==> config.mk <==
export PLATFORM = sky130hd
export DESIGN_NAME = insn_field_decoder
export DESIGN_NICKNAME = d
export VERILOG_FILES = /design/src/insn_decode_pkg.sv /design/src/insn_field_decoder.sv
export SDC_FILE = /design/constraint.sdc
export NUM_CORES = 1
export LEC_CHECK = 0
export ABC_AREA = 1
export BUFFER_PORTS_ARGS = -buffer_cell sky130_fd_sc_hd__buf_4
export CAP_MARGIN = 20
export CORE_MARGIN = 4
export CORE_UTILIZATION = 33
export CTS_CLUSTER_DIAMETER = 100
export DETAILED_ROUTE_END_ITERATION = 10
export GPL_TIMING_DRIVEN = 0
export MAX_ROUTING_LAYER = met4
export REMOVE_ABC_BUFFERS = 1
export SETUP_SLACK_MARGIN = 0.4
export SLEW_MARGIN = 10
export SYNTH_ARGS = -nofsm -noshare
export SYNTH_HDL_FRONTEND = slang
export SYNTH_SLANG_ARGS = --single-unit
==> constraint.sdc <==
create_clock -name ref_clk -period 2.2 [get_ports ref_clk]
set_input_delay 0.33 -clock ref_clk [delete_from_list [all_inputs] [get_ports ref_clk]]
set_output_delay 0.33 -clock ref_clk [all_outputs]
set_load 0.05 [all_outputs]
==> src/insn_decode_pkg.sv <==
/*
 Shared constants for the instruction field decoder: word layout,
 class and operation encodings, phase count of an instruction cycle.
 Assumes nothing of its surroundings.
*/
package insn_decode_pkg;
   localparam int WORD_W = 14;
   localparam int FADDR_W = 7;
   localparam int BIT_W = 3;
   localparam int LIT8_W = 8;
   localparam int LIT11_W = 11;
   // field positions
   localparam int CLASS_HI = 13;
   localparam int CLASS_LO = 12;
   localparam int OP4_HI = 11;
   localparam int OP4_LO = 8;
   localparam int DEST_POS = 7;
   localparam int FADDR_HI = 6;
   localparam int BIT_HI = 9;
   localparam int BIT_LO = 7;
   localparam int JUMP_POS = 11;
   // class codes in bits 13:12
   localparam logic [1:0] CLS_BYTE = 2'h0;
   localparam logic [1:0] CLS_BIT = 2'h1;
   localparam logic [1:0] CLS_JUMP = 2'h2;
   localparam logic [1:0] CLS_LIT = 2'h3;
   // byte opcodes in bits 11:8
   localparam logic [3:0] BOP_MISC = 4'h0;
   localparam logic [3:0] BOP_DECFSZ = 4'hB;
   localparam logic [3:0] BOP_INCFSZ = 4'hF;
   // bit opcodes in bits 11:10
   localparam logic [1:0] BITOP_TEST_CLR = 2'h2;
   localparam logic [1:0] BITOP_TEST_SET = 2'h3;
   // literal opcodes: bits 11:10 value for return-with-literal
   localparam logic [1:0] LOP_RET_LIT = 2'h1;
   // full words with fixed encodings
   localparam logic [WORD_W-1:0] W_RETURN = 14'h0008;
   localparam logic [WORD_W-1:0] W_RETINT = 14'h0009;
   localparam logic [WORD_W-1:0] W_NOP = 14'h0000;
   localparam logic [6:0] NOP_LOW_MASK = 7'h1F;
   // one instruction cycle is four oscillator periods
   localparam int PHASES = 4;
   localparam logic [1:0] PHASE_LAST = 2'(PHASES - 1);

   typedef enum logic [1:0]
   {
      CLASS_BYTE = 2'b00,
      CLASS_BIT = 2'b01,
      CLASS_LIT = 2'b10
   } insn_class_t;

   typedef enum logic [0:0]
   {
      SEQ_EXEC = 1'b0,
      SEQ_FLUSH = 1'b1
   } seq_state_t;
endpackage : insn_decode_pkg

==> src/insn_field_decoder.sv <==
/*
 Instruction field decoder and cycle sequencer for a small 8-bit core.
 Assumes the fetch path holds insn_word stable while fetch_valid is high
 and samples it once per instruction cycle; cond_true comes from the
 datapath during execution of a skip instruction, valid by the end of the last phase.
*/
`timescale 1ns/100ps
module insn_field_decoder
   import insn_decode_pkg::*;
(
   input wire logic ref_clk,
   input wire logic reset,
   input wire logic [WORD_W-1:0] insn_word,
   input wire logic fetch_valid,
   input wire logic cond_true,
   output logic [1:0] phase,
   output logic cycle_start,
   output logic insn_strobe,
   output insn_class_t insn_class,
   output logic dest_file,
   output logic [FADDR_W-1:0] file_addr,
   output logic [BIT_W-1:0] bit_sel,
   output logic [LIT11_W-1:0] literal,
   output logic literal_long,
   output logic two_cycle,
   output logic flush_nop,
   output logic [WORD_W-1:0] op_word
);
   logic [1:0] phase_reg;
   logic [1:0] phase_next;
   seq_state_t seq_reg;
   seq_state_t seq_next;
   logic cycle_start_reg;
   logic insn_strobe_reg;
   insn_class_t class_reg;
   logic dest_reg;
   logic [FADDR_W-1:0] faddr_reg;
   logic [BIT_W-1:0] bit_reg;
   logic [LIT11_W-1:0] lit_reg;
   logic lit_long_reg;
   logic two_cycle_reg;
   logic flush_reg;
   logic [WORD_W-1:0] op_word_reg;
   logic skip_pending_reg;

   // field split of the incoming word
   wire [1:0] cls_bits = insn_word[CLASS_HI:CLASS_LO];
   wire [3:0] op4 = insn_word[OP4_HI:OP4_LO];
   wire [1:0] bitop = insn_word[OP4_HI:OP4_HI-1];
   wire last_phase = (phase_reg == PHASE_LAST);
   // word after a branch, or the word skipped by a true test, is refused
   wire flush_now = (seq_reg == SEQ_FLUSH) || (skip_pending_reg && cond_true);
   wire take = last_phase && !flush_now && fetch_valid;

   // class: top bits 00 byte, 01 bit, 1x literal/control
   wire is_byte = (cls_bits == CLS_BYTE);
   wire is_bit = (cls_bits == CLS_BIT);
   wire is_jump = (cls_bits == CLS_JUMP);
   wire is_lit = (cls_bits == CLS_LIT);
   wire insn_class_t class_dec = is_byte ? CLASS_BYTE
                               : is_bit ? CLASS_BIT : CLASS_LIT;

   // control words: fixed encodings in the byte class, return-with-literal in the literal class
   wire is_return = (insn_word == W_RETURN);
   wire is_retint = (insn_word == W_RETINT);
   wire is_ret_lit = is_lit && (bitop == LOP_RET_LIT);
   wire is_ctl_word = is_byte && (op4 == BOP_MISC) && !insn_word[DEST_POS];

   // fixed program counter change: jumps and returns
   wire pc_change = is_jump || is_return || is_retint || is_ret_lit;
   // conditional skips: test result arrives from the datapath
   wire is_skip = (is_byte && ((op4 == BOP_DECFSZ) || (op4 == BOP_INCFSZ)))
                  || (is_bit && ((bitop == BITOP_TEST_CLR) || (bitop == BITOP_TEST_SET)));

   // destination meaningful only in byte class; control words force W
   wire dest_dec = is_byte && !is_ctl_word && insn_word[DEST_POS];
   wire [FADDR_W-1:0] faddr_dec = insn_word[FADDR_HI:0];
   wire [BIT_W-1:0] bit_dec = is_bit ? insn_word[BIT_HI:BIT_LO] : '0;
   // 11-bit target for jumps, 8-bit constant otherwise; upper bits zero
   wire lit_long_dec = is_jump;
   wire [LIT11_W-1:0] lit_dec = lit_long_dec ? insn_word[LIT11_W-1:0]
                                : {{(LIT11_W-LIT8_W){1'b0}}, insn_word[LIT8_W-1:0]};
   // don't-care bits ignored: normalise nop-class word to all zero
   wire nop_form = is_ctl_word
                   && ((insn_word[FADDR_HI:0] & NOP_LOW_MASK) == W_NOP[FADDR_HI:0]);
   wire [WORD_W-1:0] op_dec = nop_form ? W_NOP : insn_word;

   // next field values: decoded on a take, no-operation otherwise
   wire insn_class_t class_next = take ? class_dec : CLASS_BYTE;
   wire dest_next = take && dest_dec;
   wire two_cycle_next = take && pc_change;
   wire skip_next = take && is_skip;
   wire [FADDR_W-1:0] faddr_next = take ? faddr_dec : '0;
   wire [BIT_W-1:0] bit_next = take ? bit_dec : '0;
   wire [LIT11_W-1:0] lit_next = take ? lit_dec : '0;
   wire lit_long_next = take && lit_long_dec;
   wire [WORD_W-1:0] op_word_next = take ? op_dec : W_NOP;

   // phase counter: four oscillator periods per instruction cycle
   assign phase_next = last_phase ? 2'h0 : phase_reg + 2'h1;

   // second cycle of a branch or a true skip executes as no-operation
   always_comb
   begin
      seq_next = seq_reg;
      if (last_phase)
      begin
         unique case (seq_reg)
            SEQ_EXEC:
               seq_next = (take && pc_change) ? SEQ_FLUSH : SEQ_EXEC;
            SEQ_FLUSH:
               seq_next = SEQ_EXEC;
         endcase
      end
   end

   // sequencer: phase counter and flush state
   always_ff @(posedge ref_clk or posedge reset)
   begin
      if (reset)
      begin
         phase_reg <= 2'h0;
         seq_reg <= SEQ_EXEC;
      end
      else
      begin
         phase_reg <= phase_next;
         seq_reg <= seq_next;
      end
   end

   // one-cycle pulses in phase 0
   always_ff @(posedge ref_clk or posedge reset)
   begin
      if (reset)
      begin
         cycle_start_reg <= 1'b0;
         insn_strobe_reg <= 1'b0;
      end
      else
      begin
         cycle_start_reg <= last_phase;
         insn_strobe_reg <= take;
      end
   end

   // flush marks the whole cycle that runs as no-operation
   always_ff @(posedge ref_clk or posedge reset)
   begin
      if (reset)
         flush_reg <= 1'b0;
      else if (last_phase)
         flush_reg <= flush_now;
   end

   // class group, loaded once per instruction cycle
   always_ff @(posedge ref_clk or posedge reset)
   begin
      if (reset)
      begin
         class_reg <= CLASS_BYTE;
         dest_reg <= 1'b0;
         two_cycle_reg <= 1'b0;
         skip_pending_reg <= 1'b0;
      end
      else if (last_phase)
      begin
         class_reg <= class_next;
         dest_reg <= dest_next;
         two_cycle_reg <= two_cycle_next;
         skip_pending_reg <= skip_next;
      end
   end

   // operand fields, loaded together with the class
   always_ff @(posedge ref_clk or posedge reset)
   begin
      if (reset)
      begin
         faddr_reg <= '0;
         bit_reg <= '0;
         lit_reg <= '0;
         lit_long_reg <= 1'b0;
      end
      else if (last_phase)
      begin
         faddr_reg <= faddr_next;
         bit_reg <= bit_next;
         lit_reg <= lit_next;
         lit_long_reg <= lit_long_next;
      end
   end

   always_ff @(posedge ref_clk or posedge reset)
   begin
      if (reset)
         op_word_reg <= W_NOP;
      else if (last_phase)
         op_word_reg <= op_word_next;
   end

   assign phase = phase_reg;
   assign cycle_start = cycle_start_reg;
   assign insn_strobe = insn_strobe_reg;
   assign insn_class = class_reg;
   assign dest_file = dest_reg;
   assign file_addr = faddr_reg;
   assign bit_sel = bit_reg;
   assign literal = lit_reg;
   assign literal_long = lit_long_reg;
   assign two_cycle = two_cycle_reg;
   assign flush_nop = flush_reg;
   assign op_word = op_word_reg;
endmodule : insn_field_decoder

# After elaboration in Yosys (flattened, before gate mapping)
# Index checks and enable logic that the tools add are counted.
# totals
inputBits	18
register_bits	47
word_cells	68
# classes
addsub	1
n_eq_ne	11
muxes	13
reduce_logical	28
n_bitwise	1
# ops
op	count
== test 14 x 4 -> 1 bit, second input constant	2
2-to-1 mux 14 bit	2
2-to-1 mux 11 bit	2
logical AND 1 bit	15
== test 2 bit, second input constant	5
== test 4 bit, second input constant	2
2-to-1 mux 2 bit	4
logical NOT 7 bit	1
logical OR 1 bit	7
2-to-1 mux 7 bit	1
2-to-1 mux 3 bit	2
== test 2 x 1 -> 1 bit, second input constant	2
logical NOT 4 bit	1
logical NOT 1 bit	3
adder 2 x 1 -> 2 bit, second input constant	1
logical NOT 2 bit	1
one-hot mux 1 bit (2 select lines)	1
2-to-1 mux 1 bit	1
inverter 1 bit	1

# Depth between registers and ports, before layout
# Gate-level depths: netlist (run 1).
# logic_depth
depth_word	8
ltp_mapped	7
depth_no_buf	7

# Worst setup path after synthesis (run 1)
# OpenSTA, ideal clock, no wires.
# synth_path
kind	register -> register
startpoint	register phase_reg[0] (netlist: phase[0])
endpoint	register bit_reg[0] (netlist: bit_sel[0])
path_slack_ns	0.640
required_ns	2.126
period_less_slack_ns	1.560
arrival_time_ns	1.486
path_stages_with_launch	7
path_cell_list	dfrtp_1 -> ha_1 -> nand2_2 -> nor2_4 -> nand2_4 -> buf_6 -> o21ai_2
# synth_between
elab_chain_len	4
# synth_lines
item	line	source
start: declaration	insn_field_decoder.sv:29	logic [1:0] phase_reg;
start signal: assignment	insn_field_decoder.sv:127	phase_reg <= phase_next;
== test 2 bit (*)	insn_field_decoder.sv:50	wire last_phase = (phase_reg == PHASE_LAST);
net last_phase	insn_field_decoder.sv:50	
logical AND 1 bit (2 in a row)	insn_field_decoder.sv:53	wire take = last_phase && !flush_now && fetch_valid;
2-to-1 mux 3 bit	insn_field_decoder.sv:94	wire [BIT_W-1:0] bit_next = take ? bit_dec : '0;
end signal: assignment	insn_field_decoder.sv:188	bit_reg <= bit_next;
end: declaration	insn_field_decoder.sv:38	logic [BIT_W-1:0] bit_reg;
# Mark *: on every way through the listed nets, which the timed path passes. The rest lies on a longest branch.
# A chain may end at the register's enable or synchronous reset.

# Worst setup path after layout (run 1)
# layout_path
startpoint	register phase_reg[0] (netlist: phase[0])
endpoint	register op_word_reg[5] (netlist: op_word[5])
# layout_between
elab_chain_len	4
# layout_lines
item	line	source
== test 2 bit (*)	insn_field_decoder.sv:50	
net last_phase	insn_field_decoder.sv:50	
logical AND 1 bit (2 in a row)	insn_field_decoder.sv:53	
2-to-1 mux 14 bit	insn_field_decoder.sv:97	wire [WORD_W-1:0] op_word_next = take ? op_dec : W_NOP;
end signal: assignment	insn_field_decoder.sv:199	op_word_reg <= op_word_next;
end: declaration	insn_field_decoder.sv:43	logic [WORD_W-1:0] op_word_reg;
# Marked as above.

==> impl_metrics.ini, run 1 <==
[pwr]
overall_power_mw = 1.56
switching_share = 0.308
power.share.sequential = 0.481
ir_drop_mv = 0.303
combinational_fraction_of_design_power = 0.204
p_per_area_mw_per_mm2 = 687
share_clk_of_total_power = 0.315
cellLeakagePower_nw = 1.23
cellInternalPower_mw = 1.08
switchingPower_mw = 0.479

[timing]
worst_slew_margin_rel = 0.730
timing.clock.skew_ps = 5.39
timing_worst_slew_pin_value_ps = 404
final-hold-violation-count = 0
unrepaired_setup_endpoints_after_global_routing = no
min_period_over_period = 0.746
setup-violations-final = 0
final-max-slew-violation-count = 0
timing.fmax_mhz = 610
finalSetupTns_ps = 0
period_needed_ps = 1640

[synthesis]
synth.area.top_cells = dfrtp_1 (56%), nand2_1 (13%), o21ai_2 (10%)
synth.top_cells.by_count = nand2_1 (58), dfrtp_1 (38), o21ai_2 (20)
synth.top_cell.area_share = 0.564
synthMostInstantiatedCell = nand2_1
synth_cell_type_count = 18
ys.warnings.count = 0
post_synth_instance_area_sq_mm = 0.00169
async_flop_share = 1.00
synth_seq_cells = 38
synth_edf_count = 0
synthFlopType = dfrtp_1
synthDominantAreaCellType = dfrtp_1
synth_sequential_area_ratio = 0.564
avgSynthCellArea_sq_um = 9.37
synthesis.instances = 180

[final_layout]
antennaDiodeCount = 0
final_layout_size_suffix_gt1_frac = 0.410
nNetsFinal = 257
area_delta_synth_final_pct = 34.6
largest_reg_flops = 12
finish.cell_count_without_fillers = 306
fillerInstances = 498
stdcell_area_sq_mm = 0.00227

[floorplan]
placementRows = 25
dieHeight_microns = 79.5
fp.dieArea_sq_mm = 0.00632
core_region_area_sq_mm = 0.00485
initial_utilization = 0.348
die_width_microns = 79.5
io-pin-count = 63

[global_route]
first_pass_grt_wire_length_mm = 6.18
groute.layer.met3.usage = 0.0497
grt_busiest_layer = met2
maximum_number_of_pins_on_one_net_before_global_route_repair = 38
grt_remaining_overflow = 0
via_count_of_the_first_global_routing_pass = 1259
grtUsageMet2 = 0.199
grt_use_total = 0.130
groute.layer.met1.usage = 0.162
antenna_violations_before_repair = 0

[place]
placed_area_sq_mm = 0.00215
port_buffers = 62
gp_routability_congestion = 0.715
place_hpwl_mm = 2.75
dp.cells = 296

[run_status]
run_status = finished clean

[route]
detail_route.drc_violations = 0
post_drt_via_cell_ratio = 4.30
drt.antenna.violating_nets = 0
dr_total_vias = 1317
firstDrtPassIters = 4
drt_wl_total_mm = 3.91
detailedRoute.firstIterationViolations = 49
detail_route.wl_per_cell_microns = 12.8

[cts]
cts_htree_levels = 2
clkLatencyLatePin_ps = 290
cts.root.buffer_cell = clkbuf_8
cts_buffers = 5
clock_tree.buffer_depth = 2
postCtsSetupRepairBufs = 0
tritoncts_clock_tree = done
clock_sink_count = 38
clk_transition_reported_paths_ps = 70

[job]
drv_cap = 0

[worst_setup_path]
worstSetupPathType = flop to flop
crit_path_start_kind = flop
cp.arrival_ps = 1870
crit_fanout = 23
worstSetupEndpointType = flop
cp.required_ps = 2430

[min_path]
worst_hold_path_type = input pin to flop
metrics by stage:
| step | hold slack (ps) | setup WS (ps) | utilization |
|---|---|---|---|
| floorplan | 440 | 514 | - |
| global placement | 445 | 417 | 0.440 |
| detailed placement | 196 | 424 | 0.444 |
| CTS | 281 | 495 | 0.467 |
| global route | 304 | 413 | 0.468 |
| finish | 282 | 559 | 0.468 |
power by group through the flow:
stage / clock network, mW / registers (mW) / logic, mW
5_1_grt: 0.541 / 0.755 / 0.339
6_report: 0.490 / 0.750 / 0.318
3_5_place_dp: 0 / 0.763 / 0.322
4_1_cts: 0.502 / 0.750 / 0.323
3_3_place_gp: 0 / 0.762 / 0.315
2_1_floorplan: 0 / 0.902 / 0.0635
critical path, cell delays in order, from the launching register on:
cell     delay [ps]
dfrtp_1         370
ha_1            410
nand2_2         120
nor2_4          160
nand2_4         240
nor2_1          160
nand2_1          70
nand2_1          50
cell families after synthesis:
group | count (synthesis) | synth area share
compound gates | 24 | 0.116
buf+inv | 33 | 0.103
fa+ha+maj | 1 | 0.00742
simple gates | 84 | 0.210
flops | 38 | 0.564
what timing repair did:
item	in CTS	in global routing
setup endpoints to repair	2	28
endpoints found under the hold margin	1	0
hold buffers	1	0
gates cloned	0	1
resized for setup	1	1
final cells by class:
cell class,instances,area [sq um],share of cell area
clock inverter,2,12.5,0.00551
timing repair buffer,64,495,0.218
inverter,19,75.1,0.0331
sequential,38,951,0.419
timing repair inverter,1,7.51,0.00331
tap,67,83.8,0.0369
clock buffer,6,82.6,0.0364
multi-input combinational,109,562,0.248
per-layer routing:
layer	part of all wire	vias up
met5	0	-
met4	0.0087	0
met3	0.077	6
met2	0.48	43
met1	0.44	604
li1	-	664
cell usage in the layout, fill, tap and decap left out:
cell type	instances
buf_12	1
buf_4	62
clkbuf_8	6
clkinv_2	1
clkinvlp_4	3
dfrtp_1	38
dlygate4sd3_1	1
ha_1	1
inv_1	17
inv_2	1
nand2_1	58
nand2_2	1
nand2_4	1
nand3_1	6
nand4_1	2
nor2_1	13
nor2_4	2
nor3_1	1
o21ai_0	1
o21ai_1	3
o21ai_2	20
path summary, 6_finish.rpt:
kind | startpoint | end | slack, ps | cells after the start
worst max register to register | phase[0] | op_word[5] | 560 | 7
worst min register to register | phase[0] | phase[0] | 460 | 1
min in group asynchronous | reset | literal[6] | 450 | 3
worst min-delay path | insn_word[10] | op_word[10] | 280 | 3
max in group asynchronous | reset | op_word[9] | 1380 | 4
worst max-delay path | phase[0] | op_word[5] | 560 | 7
Power figures use the tool's default switching activity.
==> run 2, diff against run 1 <==
==> constraint.sdc (replaced) <==
create_clock -name ref_clk -period 1.51 [get_ports ref_clk]
set_input_delay 0.2265 -clock ref_clk [delete_from_list [all_inputs] [get_ports ref_clk]]
set_output_delay 0.2265 -clock ref_clk [all_outputs]
set_load 0.05 [all_outputs]
==> impl_metrics.ini, run 2 (synthesis gave the netlist of run 1 again) <==
[worst_setup_path]
cp.arrival_ps = 1500
worstSetupEndpointType = flop
worstSetupPathType = flop to flop
crit_fanout = 6
cp.required_ps = 1740
crit_path_start_kind = flop

[final_layout]
antennaDiodeCount = 0
fillerInstances = 446
largest_reg_flops = 12
nNetsFinal = 277
layout.core_utilization = 0.556
final_layout_size_suffix_gt1_frac = 0.475
most-common-layout-cells = nand2_1 (57), buf_6 (44), dfrtp_1 (37)
most_common_cell_after_layout_fill_and_taps_aside = nand2_1
area_delta_synth_final_pct = 59.9

[pwr]
p_per_area_mw_per_mm2 = 867
overall_power_mw = 2.34
cellLeakagePower_nw = 1.39
ir_drop_mv = 0.454

[route]
detail_route.drc_violations = 0
post_drt_via_cell_ratio = 4.41
dr_total_vias = 1437
drt_wl_total_mm = 4.40
firstDrtPassIters = 4
detail_route.wl_per_cell_microns = 13.5
detailedRoute.firstIterationViolations = 46
drt.antenna.violating_nets = 0

[cts]
cts_htree_levels = 2
clock_tree.buffer_depth = 2
clk_transition_reported_paths_ps = 80
tritoncts_clock_tree = done
cts_buffers = 5
clock_sink_count = 38
clkLatencyLatePin_ps = 290
cts.root.buffer_cell = clkbuf_8

[floorplan]
fp.dieArea_sq_mm = 0.00632
io-pin-count = 63
initial_utilization = 0.348
core_region_area_sq_mm = 0.00485
die_width_microns = 79.5
dieHeight_microns = 79.5
placementRows = 25

[run_status]
run_status = finished clean

[place]
gp_routability_congestion = 0.715
port_buffers = 62
place_hpwl_mm = 2.75

[job]
drv_cap = 0

[timing]
unrepaired_setup_endpoints_after_global_routing = yes
finalSetupTns_ps = 0
worst_slew_margin_rel = 0.813
final-hold-violation-count = 0
period_needed_ps = 1270
timing_worst_slew_pin_value_ps = 280
setup-violations-final = 0
min_period_over_period = 0.839
fin_worst_hold_slack_ps = 182
timing.clock.skew_ps = 6.08
final-max-slew-violation-count = 0
timing.fmax_mhz = 789

[global_route]
grt_use_total = 0.153
antenna_violations_before_repair = 0
first_pass_grt_wire_length_mm = 7.22
grt_remaining_overflow = 0
via_count_of_the_first_global_routing_pass = 1484
maximum_number_of_pins_on_one_net_before_global_route_repair = 38

[min_path]
worst_hold_path_type = input pin to flop
## run 2: area by class of cell
cell class / instances / area, sq um / area share
clock inverters: 2 / 12.5 / 0.00464
clock buffers: 6 / 82.6 / 0.0306
inverters: 19 / 75.1 / 0.0278
flip-flops and latches: 38 / 952 / 0.353
repair buffers: 81 / 833 / 0.309
multi-input cells: 112 / 649 / 0.241
well taps: 67 / 83.8 / 0.0311
repair inverters: 1 / 7.51 / 0.00278
## run 2: what timing repair did
action,CTS,global route
cloned,4,0
resized for setup,35,23
endpoints found under the hold margin,38,0
setup buffers,14,3
setup endpoints to repair,56,76
pin swaps,3,0
hold buffers,1,0
## run 2: path summary, 6_finish.rpt
path / startpoint / to / slack [ps] / cells past startpoint
max: phase[0] / op_word[5] / 240 / 8
min: insn_word[10] / op_word[10] / 180 / 3
max reg2reg: phase[0] / op_word[5] / 240 / 8
min reg2reg: op_word[8] / op_word[8] / 490 / 2
max in group asynchronous: reset / file_addr[4] / 780 / 4
min in group asynchronous: reset / literal[6] / 340 / 3
## run 2: power by group
group / switching [mW] / total, mW / internal [mW]
clock network: 0.351 / 0.718 / 0.367
logic: 0.331 / 0.516 / 0.185
registers: 0.0404 / 1.10 / 1.06
## run 2: per-layer routing
metal	wire length (microns)	track usage	vias to the layer above
met1	1960	0.197	674
met4	48	0.0464	0
met3	285	0.0406	8
li1	-	-	711
met5	0	-	-
met2	2110	0.237	44
## run 2: worst max-delay path, cell delays in order (launching register included)
cell	delay [ps]
dfrtp_1	400
ha_4	190
nand2_4	60
nor2_4	110
buf_12	160
nand2_8	80
nor2_1	100
nand2_1	60
nand2_1	50
## run 2: through the flow
| step | std cells | instance area, sq um | setup slack (ps) |
|---|---|---|---|
| global placement | 295 | 2130 | -273 |
| finish | 326 | 2700 | 243 |
| detailed placement | 296 | 2150 | -266 |
| global route | 326 | 2700 | 162 |
| CTS | 323 | 2590 | 250 |
| floorplan | 166 | 1580 | -176 |
==> run 3, diff against run 2 <==
==> constraint.sdc (replaced) <==
create_clock -name ref_clk -period 1.24 [get_ports ref_clk]
set_input_delay 0.186 -clock ref_clk [delete_from_list [all_inputs] [get_ports ref_clk]]
set_output_delay 0.186 -clock ref_clk [all_outputs]
set_load 0.05 [all_outputs]
==> impl_metrics.ini, run 3 (synthesis gave the netlist of run 1 again) <==
[run_status]
run_status = finished with violations
failed_checks = negative setup slack

[floorplan]
io-pin-count = 63
dieHeight_microns = 79.5
core_region_area_sq_mm = 0.00485
initial_utilization = 0.348
die_width_microns = 79.5
fp.dieArea_sq_mm = 0.00632
placementRows = 25

[worst_setup_path]
path_common_cell = nand2_1
worst_path_max_delay_cell = dfrtp_1
crit_path_end = op_word[5]
setup.reg_to_reg.worst_slack_ps = -20
cp.required_ps = 1470
cp.arrival_ps = 1500
timing.critical_path.buf_inv = 1
critical_path.top_delay_family = simple AND/OR/NAND/NOR gates
worstPathCellList = ha_4, nand2_4, nor2_4, buf_12, nand2_8, nor2_1, nand2_1, nand2_1
reg2regPathDepth = 8
slowest_delay_ps = 400
crit_fanout = 6
worstSetupEndpointType = flop
crit_path_start_kind = flop
worstSetupPathType = flop to flop
startpoint = phase[0]
crit-reg2reg-capture = op_word[5]
crit-reg2reg-launch = phase[0]
critical_path_cell_count = 8

[timing]
timing_worst_slew_pin_value_ps = 272
final-max-slew-violation-count = 0
unrepaired_setup_endpoints_after_global_routing = yes
min_period_over_period = 1.02
fin_ws_ps = -23.0
timing.clock.skew_ps = 8.07
period_needed_ps = 1260
timing.fmax_mhz = 792
fin_worst_hold_slack_ps = 144
setup-violations-final = 4
final-hold-violation-count = 0
worst_slew_margin_rel = 0.818

[global_route]
grt_remaining_overflow = 0
first_pass_grt_wire_length_mm = 7.55
maximum_number_of_pins_on_one_net_before_global_route_repair = 38
antenna_violations_before_repair = 0
grt_use_total = 0.160
via_count_of_the_first_global_routing_pass = 1563

[route]
drt.antenna.violating_nets = 0
firstDrtPassIters = 3
detail_route.drc_violations = 0
detail_route.wl_per_cell_microns = 13.3
drt_wl_total_mm = 4.53
detailedRoute.firstIterationViolations = 45
post_drt_via_cell_ratio = 4.30
dr_total_vias = 1468

[pwr]
ir_drop_mv = 0.597
p_per_area_mw_per_mm2 = 1010
cellLeakagePower_nw = 1.47

[final_layout]
most-common-layout-cells = nand2_1 (56), buf_4 (44), buf_6 (40)
antennaDiodeCount = 0
layout.core_utilization = 0.587
nNetsFinal = 292
most_common_cell_after_layout_fill_and_taps_aside = nand2_1
largest_reg_flops = 12
area_delta_synth_final_pct = 68.7
final_layout_size_suffix_gt1_frac = 0.515

[place]
gp_routability_congestion = 0.715
port_buffers = 62
place_hpwl_mm = 2.75

[cts]
clkLatencyLatePin_ps = 290
cts_htree_levels = 2
cts.root.buffer_cell = clkbuf_8
clk_transition_reported_paths_ps = 80
clock_tree.buffer_depth = 2
tritoncts_clock_tree = done
clock_sink_count = 38
cts_buffers = 5

[job]
drv_cap = 0

[min_path]
timing.hold.worst.start = insn_word[10]
worst_hold_path_type = input pin to flop
[run 3: power breakdown]
part | internal (mW) | switching, mW
logic | 0.257 | 0.408
clock network | 0.447 | 0.422
registers | 1.29 | 0.0516
[run 3: per-stage QoR]
| step | worst slack [ps] | TNS [ps] | std cells | power [mW] | instance area, sq um |
|---|---|---|---|---|---|
| after floorplan | -446 | -14600 | 166 | 1.71 | 1580 |
| after CTS | -14.1 | -25.1 | 331 | 2.88 | 2730 |
| after global placement | -543 | -31820 | 295 | 1.91 | 2130 |
| final | -23.0 | -58.1 | 341 | 2.88 | 2850 |
| after global routing | -108 | -1560 | 341 | 3.02 | 2850 |
| after detailed placement | -536 | -16700 | 296 | 1.92 | 2150 |
[run 3: area by class of cell]
class / count / area, sq um
Tap cell: 67 / 83.8
Sequential cell: 38 / 953
Timing Repair Buffer: 96 / 976
Clock buffer: 6 / 82.6
Fill cell: 431 / 2000
Timing Repair inverter: 1 / 7.51
Multi-Input combinational cell: 112 / 654
Clock inverter: 2 / 12.5
Inverter: 19 / 75.1
[run 3: repair_timing]
action | CTS | global route
hold buffers | 1 | 0
endpoints found under the hold margin | 38 | 0
cloned | 4 | 0
setup buffers | 22 | 10
gates resized for setup | 57 | 12
pin swaps | 5 | 2
endpoints found under the setup margin | 81 | 82
[run 3: worst min-delay path, cell delays in order]
cell	delay [ps]
buf_4	110
nand2_1	50
nand2_1	40
[run 3: layer usage]
layer,vias to the layer above,share of wire,track usage
li1,738,-,-
met1,681,0.43,0.201
met2,41,0.50,0.254
met3,8,0.059,0.0384
met4,0,0.011,0.0498
met5,-,0,-
[run 3: worst min path at each step]
stage | end | slack (ps) | depth (start not counted)
6_report | op_word[10] | 140 | 3
3_5_place_dp | literal[6] | 50 | 2
4_1_cts | op_word[10] | 140 | 3
5_1_grt | op_word[10] | 160 | 3
3_3_place_gp | op_word[10] | 430 | 3
2_1_floorplan | op_word[10] | 300 | 2
